### src/decoder_pkg.sv
package decoder_pkg;
  // Address geometry: 24-bit byte address, 64 pages of 256K bytes
  localparam int ADDR_W      = 24;
  localparam int PAGE_W      = 6;
  localparam int PAGE_COUNT  = 64;
  localparam int PAGE_SHIFT  = 18;
  localparam logic [23:0] PAGE_BYTES = 24'h040000;
  localparam int OFFS_W      = 18;
  localparam int SIZE_W      = 3;
  localparam int TYPE_W      = 3;
  localparam int BANKS       = 2;
  localparam int GROUPS      = 2;
  localparam int SITES       = 4;
  localparam int MAX_TYPES   = 4;
  localparam int TYPES_BANK  = 2;

  // Register offsets (index = word address)
  localparam logic [3:0] REG_CTRL      = 4'h0;
  localparam logic [3:0] REG_BANK0_MAP = 4'h1;
  localparam logic [3:0] REG_BANK1_MAP = 4'h2;
  localparam logic [3:0] REG_BANK0_OFS = 4'h3;
  localparam logic [3:0] REG_BANK1_OFS = 4'h4;
  localparam logic [3:0] REG_TYPES     = 4'h5;
  localparam logic [3:0] REG_STATUS    = 4'h6;

  // Control register fields
  localparam int CTRL_WIDE_BIT   = 0;
  localparam int CTRL_LOCAL_BIT  = 1;
  localparam int CTRL_OPT_BIT    = 2;
  // Bank map register fields
  localparam int MAP_PAGE_LSB    = 0;
  localparam int MAP_SIZE_LSB    = 8;
  localparam int MAP_DOWN_BIT    = 12;
  // Type register: one field per group, four bits apart
  localparam int TYPE_FIELD      = 4;
  // Status register fields
  localparam int STAT_STATE_LSB  = 0;
  localparam int STAT_OVF_LSB    = 3;
  localparam int STAT_REJECT_BIT = 5;

  // Reset values
  localparam logic       RST_WIDE   = 1'b1;
  localparam logic       RST_LOCAL  = 1'b0;
  localparam logic       RST_OPT    = 1'b0;
  localparam logic [5:0] RST_PAGE   = 6'h02;
  localparam logic [2:0] RST_SIZE   = 3'h0;
  localparam logic [17:0] RST_OFS0  = 18'h00000;
  localparam logic [17:0] RST_OFS1  = 18'h04000;
  localparam logic [2:0] RST_TYPE   = 3'h2;

  // Device size code k: bank spans 16K << k bytes (eight x8 devices)
  localparam logic [17:0] SIZE_BASE = 18'h04000;

  typedef enum logic [2:0] {
    DEV_EPROM     = 3'b000,
    DEV_EEPROM    = 3'b001,
    DEV_SRAM      = 3'b010,
    DEV_INTEG_RAM = 3'b011,
    DEV_NVRAM     = 3'b100
  } dev_type_e;

  typedef enum logic [1:0] {
    ST_IDLE   = 2'b00,
    ST_ACTIVE = 2'b01,
    ST_REJECT = 2'b10
  } cyc_state_e;
endpackage : decoder_pkg

### src/bank_cfg_if.sv
`timescale 1ns/1ps
interface bank_cfg_if;
  import decoder_pkg::*;
  logic [PAGE_W-1:0] page;
  logic [SIZE_W-1:0] size;
  logic              down;
  logic [OFFS_W-1:0] ofs;
  logic [ADDR_W-1:0] addr;
  logic              hit;
  logic              ovf;
  modport ctrl (output page, output size, output down, output ofs,
                output addr, input hit, input ovf);
  modport dec  (input page, input size, input down, input ofs,
                input addr, output hit, output ovf);
endinterface : bank_cfg_if

### src/memory_board_decoder.sv
// Operation
// - Each bank maps to one of 64 pages
// - Each bank keeps its own page selection
// - Page base is page number times 256K
// - Four sites: two banks, two groups each
// - Range from size and offset, up or down
// - At most four types, two per bank
// - Byte-only or mixed byte/word transfer mode
// - Mixed byte/word mode after reset
// - Local bus offers normal or optimized protocol
// - Serve system bus or local bus, selected
`timescale 1ns/1ps
module memory_board_decoder (
  // Clock and reset
  input  wire logic                             clk_i,
  input  wire logic                             resetn_i,
  // Register port
  input  wire logic [3:0]                       reg_addr_i,
  input  wire logic [31:0]                      reg_wdata_i,
  input  wire logic                             reg_wr_i,
  input  wire logic                             reg_rd_i,
  output logic      [31:0]                      reg_rdata_o,
  // System bus request
  input  wire logic                             sys_req_i,
  input  wire logic [decoder_pkg::ADDR_W-1:0]   sys_addr_i,
  input  wire logic                             sys_hi_en_i,
  // Local bus request
  input  wire logic                             loc_req_i,
  input  wire logic [decoder_pkg::ADDR_W-1:0]   loc_addr_i,
  input  wire logic                             loc_hi_en_i,
  // Decode results
  output logic      [decoder_pkg::BANKS-1:0]    bank_sel_o,
  output logic      [3:0]                       group_sel_o,
  output logic      [decoder_pkg::TYPE_W-1:0]   sel_type_o,
  output logic                                  lo_byte_o,
  output logic                                  hi_byte_o,
  output logic      [decoder_pkg::ADDR_W-2:0]   dev_addr_o,
  output logic                                  opt_mode_o,
  output logic                                  local_mode_o
);
  import decoder_pkg::*;

  // Reset release and input synchronisers
  logic rst_q1;
  logic rst_n;
  always_ff @(posedge clk_i or negedge resetn_i) begin
    if (!resetn_i) begin
      rst_q1 <= 1'b0;
      rst_n  <= 1'b0;
    end else begin
      rst_q1 <= 1'b1;
      rst_n  <= rst_q1;
    end
  end

  logic [ADDR_W+1:0] sys_s1;
  logic [ADDR_W+1:0] sys_s2;
  logic [ADDR_W+1:0] loc_s1;
  logic [ADDR_W+1:0] loc_s2;
  always_ff @(posedge clk_i or negedge rst_n) begin
    if (!rst_n) begin
      sys_s1 <= '0;
      sys_s2 <= '0;
      loc_s1 <= '0;
      loc_s2 <= '0;
    end else begin
      sys_s1 <= {sys_req_i, sys_hi_en_i, sys_addr_i};
      sys_s2 <= sys_s1;
      loc_s1 <= {loc_req_i, loc_hi_en_i, loc_addr_i};
      loc_s2 <= loc_s1;
    end
  end

  // Configuration registers
  logic              wide_mode;
  logic              local_mode;
  logic              opt_mode;
  logic [PAGE_W-1:0] page_q  [BANKS];
  logic [SIZE_W-1:0] size_q  [BANKS];
  logic              down_q  [BANKS];
  logic [OFFS_W-1:0] ofs_q   [BANKS];
  logic [TYPE_W-1:0] type_q  [BANKS*GROUPS];

  wire wr_ctrl  = reg_wr_i && (reg_addr_i == REG_CTRL);
  wire wr_map0  = reg_wr_i && (reg_addr_i == REG_BANK0_MAP);
  wire wr_map1  = reg_wr_i && (reg_addr_i == REG_BANK1_MAP);
  wire wr_ofs0  = reg_wr_i && (reg_addr_i == REG_BANK0_OFS);
  wire wr_ofs1  = reg_wr_i && (reg_addr_i == REG_BANK1_OFS);
  wire wr_types = reg_wr_i && (reg_addr_i == REG_TYPES);
  wire [BANKS-1:0] wr_map = {wr_map1, wr_map0};
  wire [BANKS-1:0] wr_ofs = {wr_ofs1, wr_ofs0};

  always_ff @(posedge clk_i or negedge rst_n) begin
    if (!rst_n) begin
      wide_mode  <= RST_WIDE;
      local_mode <= RST_LOCAL;
      opt_mode   <= RST_OPT;
    end else if (wr_ctrl) begin
      wide_mode  <= reg_wdata_i[CTRL_WIDE_BIT];
      local_mode <= reg_wdata_i[CTRL_LOCAL_BIT];
      opt_mode   <= reg_wdata_i[CTRL_OPT_BIT];
    end
  end

  // Per-bank page, size, direction and offset
  for (genvar b = 0; b < BANKS; b++) begin : g_bank_cfg
    always_ff @(posedge clk_i or negedge rst_n) begin
      if (!rst_n) begin
        page_q[b] <= RST_PAGE;
        size_q[b] <= RST_SIZE;
        down_q[b] <= 1'b0;
        ofs_q[b]  <= (b == 0) ? RST_OFS0 : RST_OFS1;
      end else begin
        if (wr_map[b]) begin
          page_q[b] <= reg_wdata_i[MAP_PAGE_LSB +: PAGE_W];
          size_q[b] <= reg_wdata_i[MAP_SIZE_LSB +: SIZE_W];
          down_q[b] <= reg_wdata_i[MAP_DOWN_BIT];
        end
        if (wr_ofs[b]) begin
          ofs_q[b] <= reg_wdata_i[OFFS_W-1:0];
        end
      end
    end
  end

  // Group device types; writes breaking the type limits are refused
  wire [TYPE_W-1:0] new_type [BANKS*GROUPS];
  for (genvar g = 0; g < BANKS*GROUPS; g++) begin : g_new_type
    assign new_type[g] = reg_wdata_i[g*TYPE_FIELD +: TYPE_W];
  end

  function automatic logic [2:0] distinct4(
    input logic [TYPE_W-1:0] t0, input logic [TYPE_W-1:0] t1,
    input logic [TYPE_W-1:0] t2, input logic [TYPE_W-1:0] t3);
    logic [2:0] n;
    n = 3'h1;
    if (t1 != t0) n = n + 3'h1;
    if ((t2 != t0) && (t2 != t1)) n = n + 3'h1;
    if ((t3 != t0) && (t3 != t1) && (t3 != t2)) n = n + 3'h1;
    return n;
  endfunction : distinct4

  wire legal_types = (distinct4(new_type[0], new_type[1], new_type[2],
                                new_type[3]) <= 3'(MAX_TYPES))
                     && (new_type[0] <= DEV_NVRAM)
                     && (new_type[1] <= DEV_NVRAM)
                     && (new_type[2] <= DEV_NVRAM)
                     && (new_type[3] <= DEV_NVRAM);
  logic type_reject;

  always_ff @(posedge clk_i or negedge rst_n) begin
    if (!rst_n) begin
      type_q[0]   <= RST_TYPE;
      type_q[1]   <= RST_TYPE;
      type_q[2]   <= RST_TYPE;
      type_q[3]   <= RST_TYPE;
      type_reject <= 1'b0;
    end else if (wr_types) begin
      type_reject <= !legal_types;
      if (legal_types) begin
        type_q[0] <= new_type[0];
        type_q[1] <= new_type[1];
        type_q[2] <= new_type[2];
        type_q[3] <= new_type[3];
      end
    end
  end

  // Active bus selection
  wire              req     = local_mode ? loc_s2[ADDR_W+1]
                                         : sys_s2[ADDR_W+1];
  wire              hi_en   = local_mode ? loc_s2[ADDR_W] : sys_s2[ADDR_W];
  wire [ADDR_W-1:0] addr    = local_mode ? loc_s2[ADDR_W-1:0]
                                         : sys_s2[ADDR_W-1:0];

  // Bank windows
  bank_cfg_if win0 ();
  bank_cfg_if win1 ();
  assign win0.page = page_q[0];
  assign win0.size = size_q[0];
  assign win0.down = down_q[0];
  assign win0.ofs  = ofs_q[0];
  assign win0.addr = addr;
  assign win1.page = page_q[1];
  assign win1.size = size_q[1];
  assign win1.down = down_q[1];
  assign win1.ofs  = ofs_q[1];
  assign win1.addr = addr;
  bank_window u_win0 (.cfg(win0.dec));
  bank_window u_win1 (.cfg(win1.dec));

  // Bank 0 wins if both windows overlap
  wire hit0 = req && win0.hit;
  wire hit1 = req && win1.hit && !win0.hit;

  // Group within bank from the upper half of the bank span
  wire [OFFS_W-1:0] span0   = SIZE_BASE << size_q[0];
  wire [OFFS_W-1:0] span1   = SIZE_BASE << size_q[1];
  wire [OFFS_W-1:0] rel0    = addr[OFFS_W-1:0] - (down_q[0]
                      ? (OFFS_W'(0) - ofs_q[0] - span0) : ofs_q[0]);
  wire [OFFS_W-1:0] rel1    = addr[OFFS_W-1:0] - (down_q[1]
                      ? (OFFS_W'(0) - ofs_q[1] - span1) : ofs_q[1]);
  wire              grp_hi0 = |(rel0 & (span0 >> 1));
  wire              grp_hi1 = |(rel1 & (span1 >> 1));
  wire [1:0]        grp_idx = hit1 ? {1'b1, grp_hi1} : {1'b0, grp_hi0};
  wire              hit_any = hit0 || hit1;

  // Byte lanes: mixed mode uses A0 and high-enable, byte-only uses A0
  wire lo_next = hit_any && (wide_mode ? !addr[0] : !addr[0]);
  wire hi_next = hit_any && (wide_mode ? hi_en : addr[0]);

  cyc_state_e state;
  cyc_state_e next_state;
  always_comb begin
    case (state)
      ST_IDLE:   next_state = !req ? ST_IDLE
                              : (hit_any ? ST_ACTIVE : ST_REJECT);
      ST_ACTIVE: next_state = req ? ST_ACTIVE : ST_IDLE;
      ST_REJECT: next_state = req ? ST_REJECT : ST_IDLE;
      default:   next_state = ST_IDLE;
    endcase
  end

  always_ff @(posedge clk_i or negedge rst_n) begin
    if (!rst_n) begin
      state        <= ST_IDLE;
      bank_sel_o   <= '0;
      group_sel_o  <= '0;
      sel_type_o   <= '0;
      lo_byte_o    <= 1'b0;
      hi_byte_o    <= 1'b0;
      dev_addr_o   <= '0;
      opt_mode_o   <= 1'b0;
      local_mode_o <= 1'b0;
    end else begin
      state        <= next_state;
      bank_sel_o   <= {hit1, hit0};
      group_sel_o  <= hit_any ? (4'h1 << grp_idx) : 4'h0;
      sel_type_o   <= type_q[grp_idx];
      lo_byte_o    <= lo_next;
      hi_byte_o    <= hi_next;
      dev_addr_o   <= addr[ADDR_W-1:1];
      opt_mode_o   <= local_mode && opt_mode;
      local_mode_o <= local_mode;
    end
  end

  // Readback words, every field at its package position
  logic [31:0] ctrl_word;
  logic [31:0] map_word    [BANKS];
  logic [31:0] ofs_word    [BANKS];
  logic [31:0] types_word;
  logic [31:0] status_word;
  always_comb begin
    ctrl_word                 = 32'h0;
    ctrl_word[CTRL_WIDE_BIT]  = wide_mode;
    ctrl_word[CTRL_LOCAL_BIT] = local_mode;
    ctrl_word[CTRL_OPT_BIT]   = opt_mode;
    for (int b = 0; b < BANKS; b++) begin
      map_word[b]                         = 32'h0;
      map_word[b][MAP_PAGE_LSB +: PAGE_W] = page_q[b];
      map_word[b][MAP_SIZE_LSB +: SIZE_W] = size_q[b];
      map_word[b][MAP_DOWN_BIT]           = down_q[b];
      ofs_word[b]                         = 32'h0;
      ofs_word[b][OFFS_W-1:0]             = ofs_q[b];
    end
    types_word = 32'h0;
    for (int g = 0; g < BANKS*GROUPS; g++) begin
      types_word[g*TYPE_FIELD +: TYPE_W] = type_q[g];
    end
    // Status shows the cycle state, range overflows and a refused write
    status_word                                    = 32'h0;
    status_word[STAT_STATE_LSB +: $bits(cyc_state_e)] = state;
    status_word[STAT_OVF_LSB]                      = win0.ovf;
    status_word[STAT_OVF_LSB + 1]                  = win1.ovf;
    status_word[STAT_REJECT_BIT]                   = type_reject;
  end

  // Register read mux
  logic [31:0] rd_mux;
  always_comb begin
    case (reg_addr_i)
      REG_CTRL:      rd_mux = ctrl_word;
      REG_BANK0_MAP: rd_mux = map_word[0];
      REG_BANK1_MAP: rd_mux = map_word[1];
      REG_BANK0_OFS: rd_mux = ofs_word[0];
      REG_BANK1_OFS: rd_mux = ofs_word[1];
      REG_TYPES:     rd_mux = types_word;
      REG_STATUS:    rd_mux = status_word;
      default:       rd_mux = 32'h0;
    endcase
  end

  always_ff @(posedge clk_i or negedge rst_n) begin
    if (!rst_n) begin
      reg_rdata_o <= '0;
    end else begin
      reg_rdata_o <= reg_rd_i ? rd_mux : 32'h0;
    end
  end
endmodule : memory_board_decoder

### src/bank_window.sv
`timescale 1ns/1ps
module bank_window (
  // Configuration and address
  bank_cfg_if.dec cfg
);
  import decoder_pkg::*;
  wire [OFFS_W-1:0] span;
  wire [OFFS_W:0]   base_up;
  wire [OFFS_W:0]   base_dn;
  wire [OFFS_W:0]   base;
  wire [OFFS_W:0]   top;
  wire [OFFS_W-1:0] inpage;
  wire              page_ok;

  assign span    = SIZE_BASE << cfg.size;
  assign base_up = {1'b0, cfg.ofs};
  // Top-down: the range ends offset bytes below the page top
  assign base_dn = {1'b1, {OFFS_W{1'b0}}} - {1'b0, cfg.ofs}
                   - {1'b0, span};
  assign base    = cfg.down ? base_dn : base_up;
  assign top     = base + {1'b0, span};
  assign inpage  = cfg.addr[OFFS_W-1:0];
  // Page base = page number times 256K
  assign page_ok = (cfg.addr[ADDR_W-1:PAGE_SHIFT] == cfg.page);
  assign cfg.ovf = top[OFFS_W] & (top[OFFS_W-1:0] != '0);
  assign cfg.hit = page_ok && !cfg.ovf
                   && ({1'b0, inpage} >= base)
                   && ({1'b0, inpage} < top);
endmodule : bank_window

### config.mk
export PLATFORM = sky130hd
export DESIGN_NAME = memory_board_decoder
export DESIGN_NICKNAME = d
export VERILOG_FILES = /design/src/decoder_pkg.sv /design/src/bank_cfg_if.sv /design/src/memory_board_decoder.sv /design/src/bank_window.sv
export SDC_FILE = /design/constraint.sdc
export NUM_CORES = 1
export LEC_CHECK = 0
export BUFFER_PORTS_ARGS = -buffer_cell sky130_fd_sc_hd__buf_2
export CORE_MARGIN = 4
export CORE_UTILIZATION = 55
export DETAILED_ROUTE_END_ITERATION = 8
export GPL_TIMING_DRIVEN = 0
export PLACE_DENSITY = 0.85
export REMOVE_ABC_BUFFERS = 1
export SLEW_MARGIN = 25
export SYNTH_ARGS = -nofsm -noshare
export SYNTH_HDL_FRONTEND = slang
export SYNTH_SLANG_ARGS = --single-unit
### constraint.sdc
create_clock -name clk_i -period 22.4 [get_ports clk_i]
set_clock_uncertainty 0.2 [all_clocks]
set_input_delay 6.72 -clock clk_i [delete_from_list [all_inputs] [get_ports clk_i]]
set_output_delay 6.72 -clock clk_i [all_outputs]
set_load 0.01 [all_outputs]
# Word level (Yosys, flattened, before mapping)

Cells that the tools add are included.

$lt $le $gt $ge: 10
Bitwise logic cells: 5
Reductions and logical operators: 38
Equal/unequal tests: 16
Shift-type cells: 3
Add/subtract/negate cells: 14
Muxes and demuxes: 23

Operators by type and width:

| operator                                                              | number |
|---|---|
| 18-bit one-hot mux with 7 select lines                                | 1 |
| 18-bit subtractor                                                     | 4 |
| 19-bit by 18-bit adder with 19-bit output                             | 2 |
| 18-bit by 19-bit greater-or-equal comparator with 1-bit output        | 2 |
| 18-bit by 19-bit less-than comparator with 1-bit output               | 2 |
| 19-bit 2-to-1 mux                                                     | 2 |
| 19-bit by 18-bit subtractor with 19-bit output                        | 2 |
| 19-bit by 18-bit subtractor with 19-bit output, first input constant  | 2 |
| 18-bit by 17-bit bitwise AND with 18-bit output                       | 2 |
| 18-bit 2-to-1 mux                                                     | 2 |
| 18-bit nonzero test                                                   | 2 |
| 18-bit OR reduction                                                   | 2 |
| 15-bit by 3-bit left shift with 18-bit output, first input constant   | 2 |
| 1-bit by 18-bit subtractor with 18-bit output, first input constant   | 2 |
| 32-bit 2-to-1 mux                                                     | 1 |
| 1-bit logical AND                                                     | 25 |
| 24-bit 2-to-1 mux                                                     | 1 |
| 3-bit != test                                                         | 6 |
| 3-bit less-or-equal comparator, second input constant                 | 5 |
| 4-bit by 3-bit equality test with 1-bit output, second input constant | 3 |
| 6-bit equality test                                                   | 2 |
| 3-bit 2-to-1 mux                                                      | 4 |
| 2-bit 2-to-1 mux                                                      | 5 |
| 4-bit by 2-bit equality test with 1-bit output, second input constant | 2 |
| 17 further kinds                                                      | 26 |

Bits of input ports: 92
Register bits: 248
Output and inout bits: 68

# Depth between registers and ports, before layout

Gate-level depths: netlist of the first run.

Depth in word-level cells: 17
Gate-level depth with buffers: 25
Mapped depth without buffers: 25

# Hierarchy

A second synthesis of the first run with hierarchy kept.

Cell total of the unflattened synthesis: 1494
Area total of the unflattened synthesis: 15207.1 um2

By module, submodules not included:

| module               | times used | cells an instance | area an instance (um2) |
|---|---|---|---|
| memory_board_decoder | 1          | 944               | 11134.4 |
| bank_window (u_win1) | 1          | 277               | 2057.0 |
| bank_window (u_win0) | 1          | 273               | 2015.7 |

# Least setup slack after synthesis of the first run

Ideal clock, no wire load.

Path type: input-to-reg
Start point: input reg_wdata_i[2]
End point: register type_reject
Stages: 13
Buffers on the path: 2
Arrival time: 8.643 ns
Library setup time: 0.132 ns
Slack: 13.425 ns
Cell sequence: clkbuf_1 xor2_1 nor2_1 a32oi_1 nand2_1 o21a_1 inv_1 ha_1 o2111ai_1 nand4_1 inv_1 clkbuf_1 nor2_1

Cells in the longest elaborated chain, start to end: 12

RTL lines:

| element                                | RTL line                    | text |
|---|---|---|
| start, declared                        | memory_board_decoder.sv:19  | `input wire logic [31:0] reg_wdata_i,` |
| 3-bit != test                          | memory_board_decoder.sv:137 | `if (t1 != t0) n = n + 3'h1;` |
| 2-bit 2-to-1 mux                       | memory_board_decoder.sv:137 |  |
| 3-bit by 1-bit adder with 3-bit output | memory_board_decoder.sv:138 | `if ((t2 != t0) && (t2 != t1)) n = n + 3'h1;` |
| 3-bit 2-to-1 mux                       | memory_board_decoder.sv:138 |  |
| 3-bit by 1-bit adder with 3-bit output | memory_board_decoder.sv:139 | `if ((t3 != t0) && (t3 != t1) && (t3 != t2)) n = n + 3'h1;` |
| 3-bit 2-to-1 mux                       | memory_board_decoder.sv:139 |  |
| 3-bit less-or-equal comparator         | memory_board_decoder.sv:144 | `new_type[3]) <= 3'(MAX_TYPES))` |
| 1-bit logical AND *                    | memory_board_decoder.sv:145 | `&& (new_type[0] <= DEV_NVRAM)` |
| 1-bit logical AND *                    | memory_board_decoder.sv:146 | `&& (new_type[1] <= DEV_NVRAM)` |
| 1-bit logical AND *                    | memory_board_decoder.sv:147 | `&& (new_type[2] <= DEV_NVRAM)` |
| 1-bit logical AND *                    | memory_board_decoder.sv:148 | `&& (new_type[3] <= DEV_NVRAM);` |
| 1-bit logical NOT *                    | memory_board_decoder.sv:159 | `type_reject <= !legal_types;` |
| end signal, assigned                   | memory_board_decoder.sv:159 |  |
| end, declared                          | memory_board_decoder.sv:149 | `logic type_reject;` |

Mark *: on every way between the ends. The rest lies on a longest branch, timed or not.
A chain may end at the register's enable or synchronous reset.

# Worst setup path in the final report of the first run

Start point: input reg_addr_i[1]
End point: register type_q[7] (netlist name)

Cells in the longest elaborated chain, start to end: 3

RTL lines:

| element                                        | RTL line                   | text |
|---|---|---|
| start, declared                                | memory_board_decoder.sv:18 | `input wire logic [3:0] reg_addr_i,` |
| 4-bit by 3-bit equality test with 1-bit output | memory_board_decoder.sv:89 | `wire wr_types = reg_wr_i && (reg_addr_i == REG_TYPES);` |
| 1-bit logical AND                              | memory_board_decoder.sv:89 |  |
| 2-bit AND reduction (no source line)           | --                         |  |
| end, declared                                  | memory_board_decoder.sv:82 | `logic [TYPE_W-1:0] type_q [BANKS*GROUPS];` |

Every way passes these cells.

==> impl_results.md, run 1 <==
- Status: completed
- Top_reg_cell synth: dfrtp_1
- Sequential share of the synthesized area: between 40% and 50%
- Yosys top cell area share: a little under half
- Crit path max fanout: 14
- Top post-synthesis cells by area: dfrtp_1, ha_1, mux2_2, nand2_1, xnor2_1
- Post-CTS Hold Buffers: 0
- Via count: 9462
- Critical path capture point type: register
- CP Data Arrival Time: 9.37 ns
- Post-synth top area cell: dfrtp_1
- Vias in the first global route: about 9500
- Pwr Density: roughly 120 nW/um2
- R2r startpoint: win0.ofs[2]
- Total CTS buffers: 23
- Skew-Pair Late Insertion Delay: around 0.52 ns
- Worst R2R Path Depth: 23
- ANT cells: 0
- Count of cell types in the netlist: between 80 and 90
- Largest net degree at the start of global routing: 59
- Gpl congestion: 0.907
- Peak Freq: 110 MHz
- Via density: 5.98
- Number of top-level pins: 160
- Area Overhead vs Synth: 13.6%
- Final hold vios: 0
- Layout cell share with drive strength beyond 1: about 22%
- Worst slew margin relative to its limit: 31.8%
- Peak supply drop: about 0.000073 V
- Asr flop ratio synth: between 90% and 100%
- Max-cap violations: 0
- Drt first pass iters: 7
- Static leakage: roughly 0.0068 uW
- HP Class: register to async pin
- Final WL: 30.7 mm
- DR DRC count: 0
- Setup WS pre-CTS: 12.82 ns
- Synthesis Warnings: 0
- H-tree levels: 1
- Cells after synthesis: approximately 1200
- Hpwl dp: approximately 23 mm
- First-pass GRT wire length: approximately 50 mm
- Core area: ~22000 um2
- CTS resizes: 0
- Tcrit/Tclk final: between 40% and 50%
- I/O Buffers: about 130
- Drt initial violations: about 770
- Starting density of the core: a little under three fifths
- Routed len/inst: between 15 and 20 um
- Filler Cell Count: 1667
- GRT Overall Usage: between 20% and 30%
- Number of setup buffers added after CTS: 0
- Die Y: between 150 and 200 um
- Clk slew on worst S/H paths: 0.07 ns
- Post-route ant nets: 0
- Critical Path RT: approximately 23 ns
- Root buf cell: clkbuf_16
- Post-route setup TNS: 0 ns
- Final min period: between 9 and 10 ns
- Die Wd: approximately 160 um
- Mapped cell area: roughly 13000 um2
- Sinks on Clock Net: approximately 230
- Final setup viols: 0
- Worst setup margin: between 10 and 15 ns
- FF-to-FF End: sel_type_o[1]
- Slew Limit Fails: 0
- EDFF count, synth: 0
- Synth Register Bits: approximately 230
- Num rows: 54
- RSZ-0062 raised after global routing: no
- Flop2flop setup slack: ~16 ns
- Nets: between 1000 and 1500
- Initial antenna violation count: 0
- Mean post-synth cell area: 10.8 um2
- Fin Hold WS: 0.0266 ns
- Clock Path Buffers: 3
- Worst setup SP type: input pin
- Clock tree from TritonCTS: done
- Die area: approximately 25000 um2
- Worst-Margin Slew: approximately 1 ns
- Gr ovfl total: 0
- CP Class: input pin to register
power breakdown:
part / switching (uW) / leakage [uW] / internal [uW] / total (uW)
Clock: 161 / 0.000368 / 221 / 383
Sequential: 64.7 / 0.00283 / 471 / 536
Combinational: 422 / 0.00358 / 319 / 742
Total: 648 / 0.00678 / 1010 / 1660
state kept, by name, indices dropped and copies added, names as in the netlist, 4 cells and up:
| register | count |
|---|---|
| loc_s1 | 26 |
| loc_s2 | 26 |
| sys_s1 | 26 |
| sys_s2 | 26 |
| dev_addr_o | 23 |
| reg_rdata_o | 18 |
| win0.ofs | 18 |
| win1.ofs | 18 |
| type_q | 12 |
| win0.page | 6 |
| win1.page | 6 |
| group_sel_o | 4 |
stage by stage:
stage          utilization [%]  power, uW  instance area (um2)  cells
4_1_cts                   64.4       1650                14200   1581
6_report                  64.4       1660                14200   1581
3_3_place_gp              60.3       1230                13300   1534
3_5_place_dp              61.0       1270                13500   1539
5_1_grt                   64.4       1770                14200   1581
2_1_floorplan                -       1070                12300   1123
kinds of logic (layout without fill, tap and decap cells):
group	Yosys count	after routing	synth area share, %
multiplexers	117	117	10.2
adder cells (fa/ha/maj)	102	102	10.3
flip-flops	234	234	46.9
buffers and inverters	135	263	4.51
AND/OR/NAND/NOR	270	270	10.5
other	2	15	0.0600
AO/OA/AOI/OAI	244	244	13.7
XOR/XNOR	56	56	3.92
critical path, stage by stage:
cell,delay [ns]
buf_2,0.18
nand2b_1,0.19
nor2_1,0.78
nand4_1,0.72
inv_1,0.57
nand2_1,0.11
nand2_1,0.08
metal layers:
metal  routed length [um]  vias up  global-route usage (%)  share of wire [%]
li1                     -     4372                       -                  -
met1                12300     4595                    31.8                 40
met2                14600      411                    39.6                 48
met3                 2570       84                    4.35                8.4
met4                 1280        0                    9.07                4.2
met5                    0        -                       0                  0
worst max path at each step:
stage	from	to	slack, ns	cells after the start
after global routing	reg_wdata_i[2]	type_q[7]	13.17	13
after global placement	reg_addr_i[3]	win1.ofs[15]	11.62	5
after detailed placement	reg_addr_i[1]	type_q[7]	12.82	7
after floorplan	reg_addr_i[3]	win1.ofs[0]	13.12	4
after CTS	reg_wdata_i[2]	type_q[5]	13.36	13
final	reg_addr_i[1]	type_q[7]	13.29	7
cells in the final DEF, fill, tap and decap left out, types with 6 or more instances in the layout:
master	synthesis	final
nand2_1	96	96
nand4_1	15	15
mux2_2	83	83
clkbuf_1	30	6
o21a_1	10	10
a31oi_1	13	13
conb_1	2	15
nand2b_1	11	11
dfrtp_1	226	223
clkbuf_16	0	23
mux2i_1	34	34
a21oi_1	60	60
buf_2	4	131
a21o_1	16	16
nor2_1	59	59
o211ai_1	8	8
o21ai_0	37	37
nor3_1	22	19
inv_1	84	84
xnor2_1	40	40
dfstp_2	8	8
xor2_1	16	16
nand3_1	20	20
a211oi_1	9	9
a22oi_1	23	23
a222oi_1	6	6
ha_1	100	100
and4_1	6	6
cells in the mapped netlist, types with 3 or more instances:
master     count
dfrtp_1      226
ha_1         100
nand2_1       96
inv_1         84
mux2_2        83
a21oi_1       60
nor2_1        59
xnor2_1       40
o21ai_0       37
mux2i_1       34
clkbuf_1      30
a22oi_1       23
nor3_1        22
nand3_1       20
a21o_1        16
xor2_1        16
nand4_1       15
buf_4         14
a31oi_1       13
nand2b_1      11
o21a_1        10
a211oi_1       9
dfstp_2        8
o211ai_1       8
a222oi_1       6
and4_1         6
a211o_1        5
and2_1         5
nand3b_1       5
o21bai_1       5
o22ai_1        5
or3_1          5
and3_1         4
buf_2          4
nor2b_1        4
o2111ai_1      4
a21boi_0       3
nor4_1         3
final cells by class:
class                      instances  area, um2  share of cell area (%)
sequential                       234       5870                    41.3
clock buffer                      31        626                    4.40
multi-input combinational        804       6150                    43.3
timing repair buffer             136        773                    5.44
clock inverter                    11        125                   0.880
tap                              280        350                    2.46
inverter                          85        319                    2.24
(Power assumes the default switching activity.)
==> inputs of run 2 (changes only) <==
--- a/config.mk
+++ b/config.mk
@@ -7,10 +7,10 @@
 export LEC_CHECK = 0
 export BUFFER_PORTS_ARGS = -buffer_cell sky130_fd_sc_hd__buf_2
 export CORE_MARGIN = 4
-export CORE_UTILIZATION = 55
+export CORE_UTILIZATION = 53
 export DETAILED_ROUTE_END_ITERATION = 8
 export GPL_TIMING_DRIVEN = 0
-export PLACE_DENSITY = 0.85
+export PLACE_DENSITY = 0.86
 export REMOVE_ABC_BUFFERS = 1
 export SLEW_MARGIN = 25
 export SYNTH_ARGS = -nofsm -noshare
==> constraint.sdc (replaced) <==
create_clock -name clk_i -period 7.6 [get_ports clk_i]
set_clock_uncertainty 0.2 [all_clocks]
set_input_delay 2.28 -clock clk_i [delete_from_list [all_inputs] [get_ports clk_i]]
set_output_delay 2.28 -clock clk_i [all_outputs]
set_load 0.01 [all_outputs]
==> impl_results.md, run 2 (synthesis results as in run 1) <==
- Drt initial violations: 890 (+16%)
- Die area: 26100 um2 (+3.6%)
- ANT cells: 0 (unchanged)
- I/O Buffers: 131 (unchanged)
- CTS resizes: 0 (unchanged)
- Worst-Margin Slew: 1.07 ns (+0.0479 ns)
- Worst slew margin relative to its limit: 28.6% (-3.2 points)
- Slew Limit Fails: 0 (unchanged)
- Critical path capture point type: register
- CP max-delay cell: a221oi_1
- Clock tree from TritonCTS: done
- Max-cap violations: 0 (unchanged)
- Fin Hold WS: 0.112 ns (+0.0859 ns)
- Largest net degree at the start of global routing: 56 (-5.1%)
- Via density: 6.01 (+0.49%)
- Clock Path Buffers: 3 (unchanged)
- Starting density of the core: 54.6% (-2.0 points)
- GRT Overall Usage: 23.9% (-0.033 points)
- Root buf cell: clkbuf_16
- Static leakage: 0.00678 uW (about the same)
- Tcrit/Tclk final: roughly four fifths
- Final WL: 31.8 mm (+3.6%)
- Family with the most delay on the worst path: compound AO/OA/AOI/OAI gates
- Worst setup SP type: register
- Most frequent cells in the layout: dfrtp_1, buf_2, ha_1
- Post-DP Area: 13500 um2 (+0.25%)
- Drt first pass iters: 5 (-2)
- Initial antenna violation count: 0 (unchanged)
- Final min period: just over 6 ns
- Die Y: 162 um (+1.8%)
- Fin util: 62.2% (-2.1 points)
- Dpl cells: 1572 (+2.1%)
- Post-route setup TNS: 0 ns (unchanged)
- CP Buf/Inv Count: 3 (+1)
- RSZ-0062 raised after global routing: no
- Via count: 9695 (+2.5%)
- Vias in the first global route: 9620 (+1.6%)
- Crit path max fanout: 5 (-9)
- HP Class: register to async pin
- Filler Cell Count: 1737 (+4.2%)
- Gr ovfl total: 0 (unchanged)
- Number of setup buffers added after CTS: 0 (unchanged)
- Nets: 1478 (unchanged)
- Post-CTS Hold Buffers: 0 (unchanged)
- Core area: 22900 um2 (+3.7%)
- Routed len/inst: 19.7 um (+1.6%)
- Sinks on Clock Net: 234 (unchanged)
- DR DRC count: 0 (unchanged)
- H-tree levels: 1 (unchanged)
- Final hold vios: 0 (unchanged)
- Peak Freq: 164 MHz
- Most common cell after layout, fill and taps aside: dfrtp_1
- Post-route ant nets: 0 (unchanged)
- Slowest Stage Delay on Critical Path: 0.67 ns (-0.11 ns)
- Final setup viols: 0 (unchanged)
- Layout cell share with drive strength beyond 1: 22.3% (-0.12 points)
- Fin cells: 1612 (+2.0%)
- Status: completed
- Skew-Pair Late Insertion Delay: 0.53 ns (about the same)
- Die Wd: 162 um (+1.8%)
- Peak supply drop: 0.000223 V (+200%)
- Crit path cell chain: inv_1 -> ha_1 -> inv_1 -> ha_1 -> o21bai_1 -> a221oi_1 -> o211ai_1 -> a31o_2 -> a21oi_1 -> xnor2_1 -> nand2_1 -> o21ai_0 -> fa_1 -> xnor2_1 -> o211ai_1 -> and4b_1 -> and4_1 -> and4_1 -> nand4_1 -> mux2i_1 -> o211ai_2 -> inv_2 -> mux2i_1
- Num rows: 55 (+1.9%)
- Area Overhead vs Synth: 13.9%
- Critical Path RT: 7.84 ns (-14.82 ns)
- Total CTS buffers: 23 (unchanged)
- Clk slew on worst S/H paths: 0.06 ns (about the same)
- Pwr Density: 347 nW/um2 (+200%)
- CP Data Arrival Time: 6.32 ns (-3.05 ns)
- Gpl congestion: 0.921 (+1.5%)
- CP Class: register to register
- Design area: 14300 um2 (+0.33%)
- Number of top-level pins: 160 (unchanged)
- First-pass GRT wire length: 50.3 mm (+1.8%)
- Hpwl dp: 23.3 mm (+1.1%)
run 2: cell types whose count changed in the layout (fill, tap and decap cells not counted), sizes merged:
cell      change
clkinv        -2
bufinv        +1
clkbuf        -1
clkinvlp      -1
inv           +1
run 2: worst register-to-register path, delay by kind of cell, from the launching register on:
| kind | cells | cell delay (ns) |
|---|---|---|
| AO/OA/AOI/OAI | 8 | 2.18 |
| multiplexers | 2 | 0.57 |
| flip-flops | 1 | 0.53 |
| adder cells (fa/ha/maj) | 3 | 0.93 |
| AND/OR/NAND/NOR | 5 | 0.89 |
| XOR/XNOR | 2 | 0.34 |
| buffers and inverters | 3 | 0.36 |
run 2: where the power goes:
group / internal (uW) / switching (uW) / total, uW / leakage [uW]
registers: 1390 / 197 / 1590 / 0.00283
logic: 939 / 1260 / 2200 / 0.00357
clock network: 678 / 490 / 1170 / 0.000375
run 2: layout make-up:
class	instances	area (um2)	share of cell area, %
sequential	234	5870	41.2
multi-input combinational	804	6150	43.1
clock buffer	30	612	4.29
tap	313	392	2.75
clock inverter	10	151	1.06
timing repair buffer	136	766	5.37
inverter	85	319	2.24
run 2: path summary, 6_finish.rpt:
path | start | end | slack, ns | cells after the start
hold reg to reg | rst_n | dev_addr_o[5] | 0.11 | 0
setup / recovery | win1.ofs[0] | sel_type_o[2] | 1.52 | 23
setup reg to reg | win1.ofs[0] | sel_type_o[2] | 1.52 | 23
min in group clk_i | loc_s1[12] | loc_s2[12] | 0.14 | 0
hold / removal | rst_n | dev_addr_o[5] | 0.11 | 0
max in group asynchronous | rst_n | win1.ofs[14] | 5.74 | 3
run 2: through the flow:
step                      power, uW  setup WS (ns)
final                          4950           1.52
after global routing           5270           1.15
after CTS                      4930           1.63
after detailed placement       3740           1.65
after global placement         3640          -1.48
after floorplan                3160          0.410
run 2: per-layer routing:
metal / routed length [um] / track usage (%) / vias up
li1: - / - / 4380
met1: 12600 / 32.3 / 4730
met2: 14800 / 38.9 / 482
met3: 2860 / 4.06 / 103
met4: 1440 / 9.50 / 0
met5: 0 / 0 / -
==> inputs of run 3 (changes only) <==
--- a/config.mk
+++ b/config.mk
@@ -5,6 +5,7 @@
 export SDC_FILE = /design/constraint.sdc
 export NUM_CORES = 1
 export LEC_CHECK = 0
+export ABC_AREA = 1
 export BUFFER_PORTS_ARGS = -buffer_cell sky130_fd_sc_hd__buf_2
 export CORE_MARGIN = 4
 export CORE_UTILIZATION = 53
==> constraint.sdc (replaced) <==
create_clock -name clk_i -period 5.29 [get_ports clk_i]
set_clock_uncertainty 0.2 [all_clocks]
set_input_delay 1.587 -clock clk_i [delete_from_list [all_inputs] [get_ports clk_i]]
set_output_delay 1.587 -clock clk_i [all_outputs]
set_load 0.01 [all_outputs]
==> impl_results.md, run 3 <==
- Starting density of the core: 53.6% (-1.0 points)
- Skew-Pair Late Insertion Delay: 0.55 ns (+0.02 ns)
- EDFF count, synth: 0 (unchanged)
- Yosys top cell area share: 43.5% (-1.7 points)
- Gpl congestion: 0.960 (+4.3%)
- Design area: 14900 um2 (+4.3%)
- R2r startpoint: win1.ofs[1]
- Sequential share of the synthesized area: 45.1% (-1.7 points)
- Gr ovfl total: 0 (unchanged)
- ANT cells: 0 (unchanged)
- HP Class: register to async pin
- Overall power: 6970 uW (+41%)
- Die Wd: 165 um (+1.8%)
- Core area: 24200 um2 (+5.8%)
- Final min period: 4.94 ns (-1.14 ns)
- Tcrit/Tclk final: 93.4% (+13 points)
- Share of power burned in registers: 31.6% (-0.4 points)
- First-pass GRT wire length: 56.1 mm (+12%)
- RSZ-0062 raised after global routing: no
- Die area: 27100 um2 (+3.6%)
- Post-route ant nets: 0 (unchanged)
- Dpl cells: 2077 (+32%)
- Number of top-level pins: 160 (unchanged)
- Slowest Stage Delay on Critical Path: 0.40 ns (-0.27 ns)
- Static leakage: 0.00802 uW (+18%)
- Count of cell types in the netlist: 47 (-44%)
- Mapped cell area: 13000 um2 (+3.8%)
- Filler Cell Count: 2102 (+21%)
- H-tree levels: 1 (unchanged)
- Routed len/inst: 16.3 um (-18%)
- Num rows: 57 (+3.6%)
- Mean post-synth cell area: 7.88 um2 (-27%)
- Root buf cell: clkbuf_16
- Fin cells: 2121 (+32%)
- Crit path max fanout: 10 (+5)
- CP max-delay cell: ha_1
- Worst-Margin Slew: 0.949 ns (-0.117 ns)
- Flop2flop setup slack: 0.35 ns (-1.17 ns)
- Post-DP Area: 14000 um2 (+3.7%)
- Clock tree from TritonCTS: done
- Synth top cells by count: nand2_1, inv_1, dfrtp_1
- GRT Overall Usage: 26.0% (+2.1 points)
- Die Y: 165 um (+1.8%)
- Most frequent cells in the layout: nand2_1, inv_1, dfrtp_1
- Worst R2R Path Depth: 32 (+39%)
- Cells after synthesis: 1649 (+42%)
- Synthesis Warnings: 0 (unchanged)
- Vias in the first global route: 11200 (+17%)
- Total CTS buffers: 25 (+8.7%)
- Pwr Density: 469 nW/um2 (+35%)
- Area Overhead vs Synth: 14.4%
- Most common cell after layout, fill and taps aside: nand2_1
- Top-count cell post-synth: nand2_1
- Top post-synthesis cells by area: dfrtp_1, nand2_1, ha_1, inv_1, nand3_1
- Via count: 11400 (+17%)
- Layout cell share with drive strength beyond 1: 12.0% (-10 points)
- Slew Limit Fails: 0 (unchanged)
- Nets: 1974 (+34%)
- Drt first pass iters: 6 (+1)
- Internal power: 4090 uW (+36%)
- Final WL: 34.5 mm (+8.5%)
- DR DRC count: 0 (unchanged)
- Sw Ratio: 41.3% (+2.0 points)
- FF-to-FF End: hi_byte_o
- Worst slew margin relative to its limit: 36.7% (+8.1 points)
- Critical Path RT: 5.56 ns (-2.28 ns)
- Met2 usage in global routing: 42.9% (+4.0 points)
- Asr flop ratio synth: 100% (unchanged)
- Post-route setup TNS: 0 ns (unchanged)
- Largest net degree at the start of global routing: 57 (+1.8%)
- Most used cell, CP: nand3_1
- Synth Register Bits: 234 (unchanged)
- Peak Freq: 202 MHz (+23%)
- Final hold vios: 0 (unchanged)
- CP Data Arrival Time: 5.20 ns (-1.12 ns)
- Peak supply drop: 0.000294 V (+32%)
- Net Switching: 2880 uW (+48%)
- Final setup viols: 0 (unchanged)
- Top_reg_cell synth: dfrtp_1
- Post-synth top area cell: dfrtp_1
- Via density: 5.37 (-11%)
- Hpwl dp: 26.1 mm (+12%)
- Critical path capture point type: register
- Worst setup SP type: register
- CP Class: register to register
- Drt initial violations: 1065 (+20%)
- Initial antenna violation count: 0 (unchanged)
- I/O Buffers: 131 (unchanged)
- Max-cap violations: 0 (unchanged)
- Sinks on Clock Net: 234 (unchanged)
- Clk pwr share: 25.3% (+1.7 points)
- Combinational share of power: 43.1% (-1.3 points)
- Clk slew on worst S/H paths: 0.06 ns (about the same)
- M1 GR Usage: 33.9% (+1.6 points)
- Status: completed
- Most crowded layer after global routing: met2
- Global routing met3 resource utilization: 4.52% (+0.46 points)
- Clock Path Buffers: 3 (unchanged)
run 3: cell types whose count changed after synthesis, moves of 16 or more:
cell | previous run | this run
a22oi_1 | 23 | 2
a21oi_1 | 60 | 76
inv_1 | 84 | 251
xnor2_1 | 40 | 20
nor2_1 | 59 | 75
nand2_1 | 96 | 514
nand3_1 | 20 | 104
mux2i_1 | 34 | 0
mux2_2 | 83 | 0
o21ai_0 | 37 | 99
run 3: layout make-up:
cell class	instances	area, um2	share of cell area [%]
well taps	324	405	2.73
clock buffers	31	688	4.63
repair buffers	136	773	5.20
clock inverters	13	155	1.04
inverters	256	961	6.46
multi-input cells	1127	6020	40.5
flip-flops and latches	234	5870	39.5
run 3: stage by stage:
stage	utilization (%)	setup slack [ns]	hold slack [ns]
after global placement	57.2	-3.96	0.131
final	61.3	0.351	0.0566
after CTS	61.2	0.270	0.0705
after global routing	61.3	0.0171	0.0881
after detailed placement	57.8	0.307	0.0678
after floorplan	-	-1.90	0.131
run 3: power groups by stage:
stage | combinational [uW] | clock (uW) | sequential [uW]
finish | 3000 | 1770 | 2210
global placement | 2810 | 0 | 2240
global route | 3450 | 1880 | 2230
detailed placement | 2940 | 0 | 2220
floorplan | 2160 | 0 | 2200
CTS | 2970 | 1800 | 2200
run 3: cell families (layout without fill, tap and decap cells):
kind of cell               after synthesis  count (layout)  share of synthesized area (%)
other                                    2              15                         0.0578
adders and majority gates              102             102                           9.93
DFF                                    234             234                           45.1
buffers and inverters                  301             436                           9.15
AOI/OAI and AO/OA                      226             226                           9.63
and+or+nand+nor                        750             750                           23.8
xor gates and xnor gates                34              34                           2.29
run 3: worst max-delay path by stage:
| stage | depth (start not counted) | endpoint | start | slack, ns |
|---|---|---|---|---|
| finish | 32 | hi_byte_o | win1.ofs[1] | 0.35 |
| detailed placement | 26 | sel_type_o[2] | win1.size[2] | 0.31 |
| global route | 33 | sel_type_o[2] | win1.ofs[1] | 0.02 |
| global placement | 0 | sel_type_o[0] | rst_n | -3.96 |
| CTS | 26 | sel_type_o[2] | win1.size[2] | 0.27 |
| floorplan | 0 | bank_sel_o[0] | rst_n | -1.90 |
run 3: worst max-delay path, delay by kind of cell, from the launching register on:
family                     cells  cell delay [ns]
and+or+nand+nor               23             2.74
DFF                            1             0.39
AOI/OAI and AO/OA              2             0.24
adders and majority gates      3             0.82
buffers and inverters          4             0.45
run 3: repair_timing:
| action | in CTS | in global routing |
|---|---|---|
| setup buffers | 0 | 0 |
| setup endpoints to repair | 0 | 7 |
| hold buffers | 0 | 0 |
| resized for setup | 0 | 5 |
run 3: per-layer routing:
| layer | share of wire [%] | vias to the layer above |
|---|---|---|
| li1 | - | 5499 |
| met1 | 40 | 5250 |
| met2 | 48 | 511 |
| met3 | 7.8 | 123 |
| met4 | 4.6 | 0 |
| met5 | 0 | - |
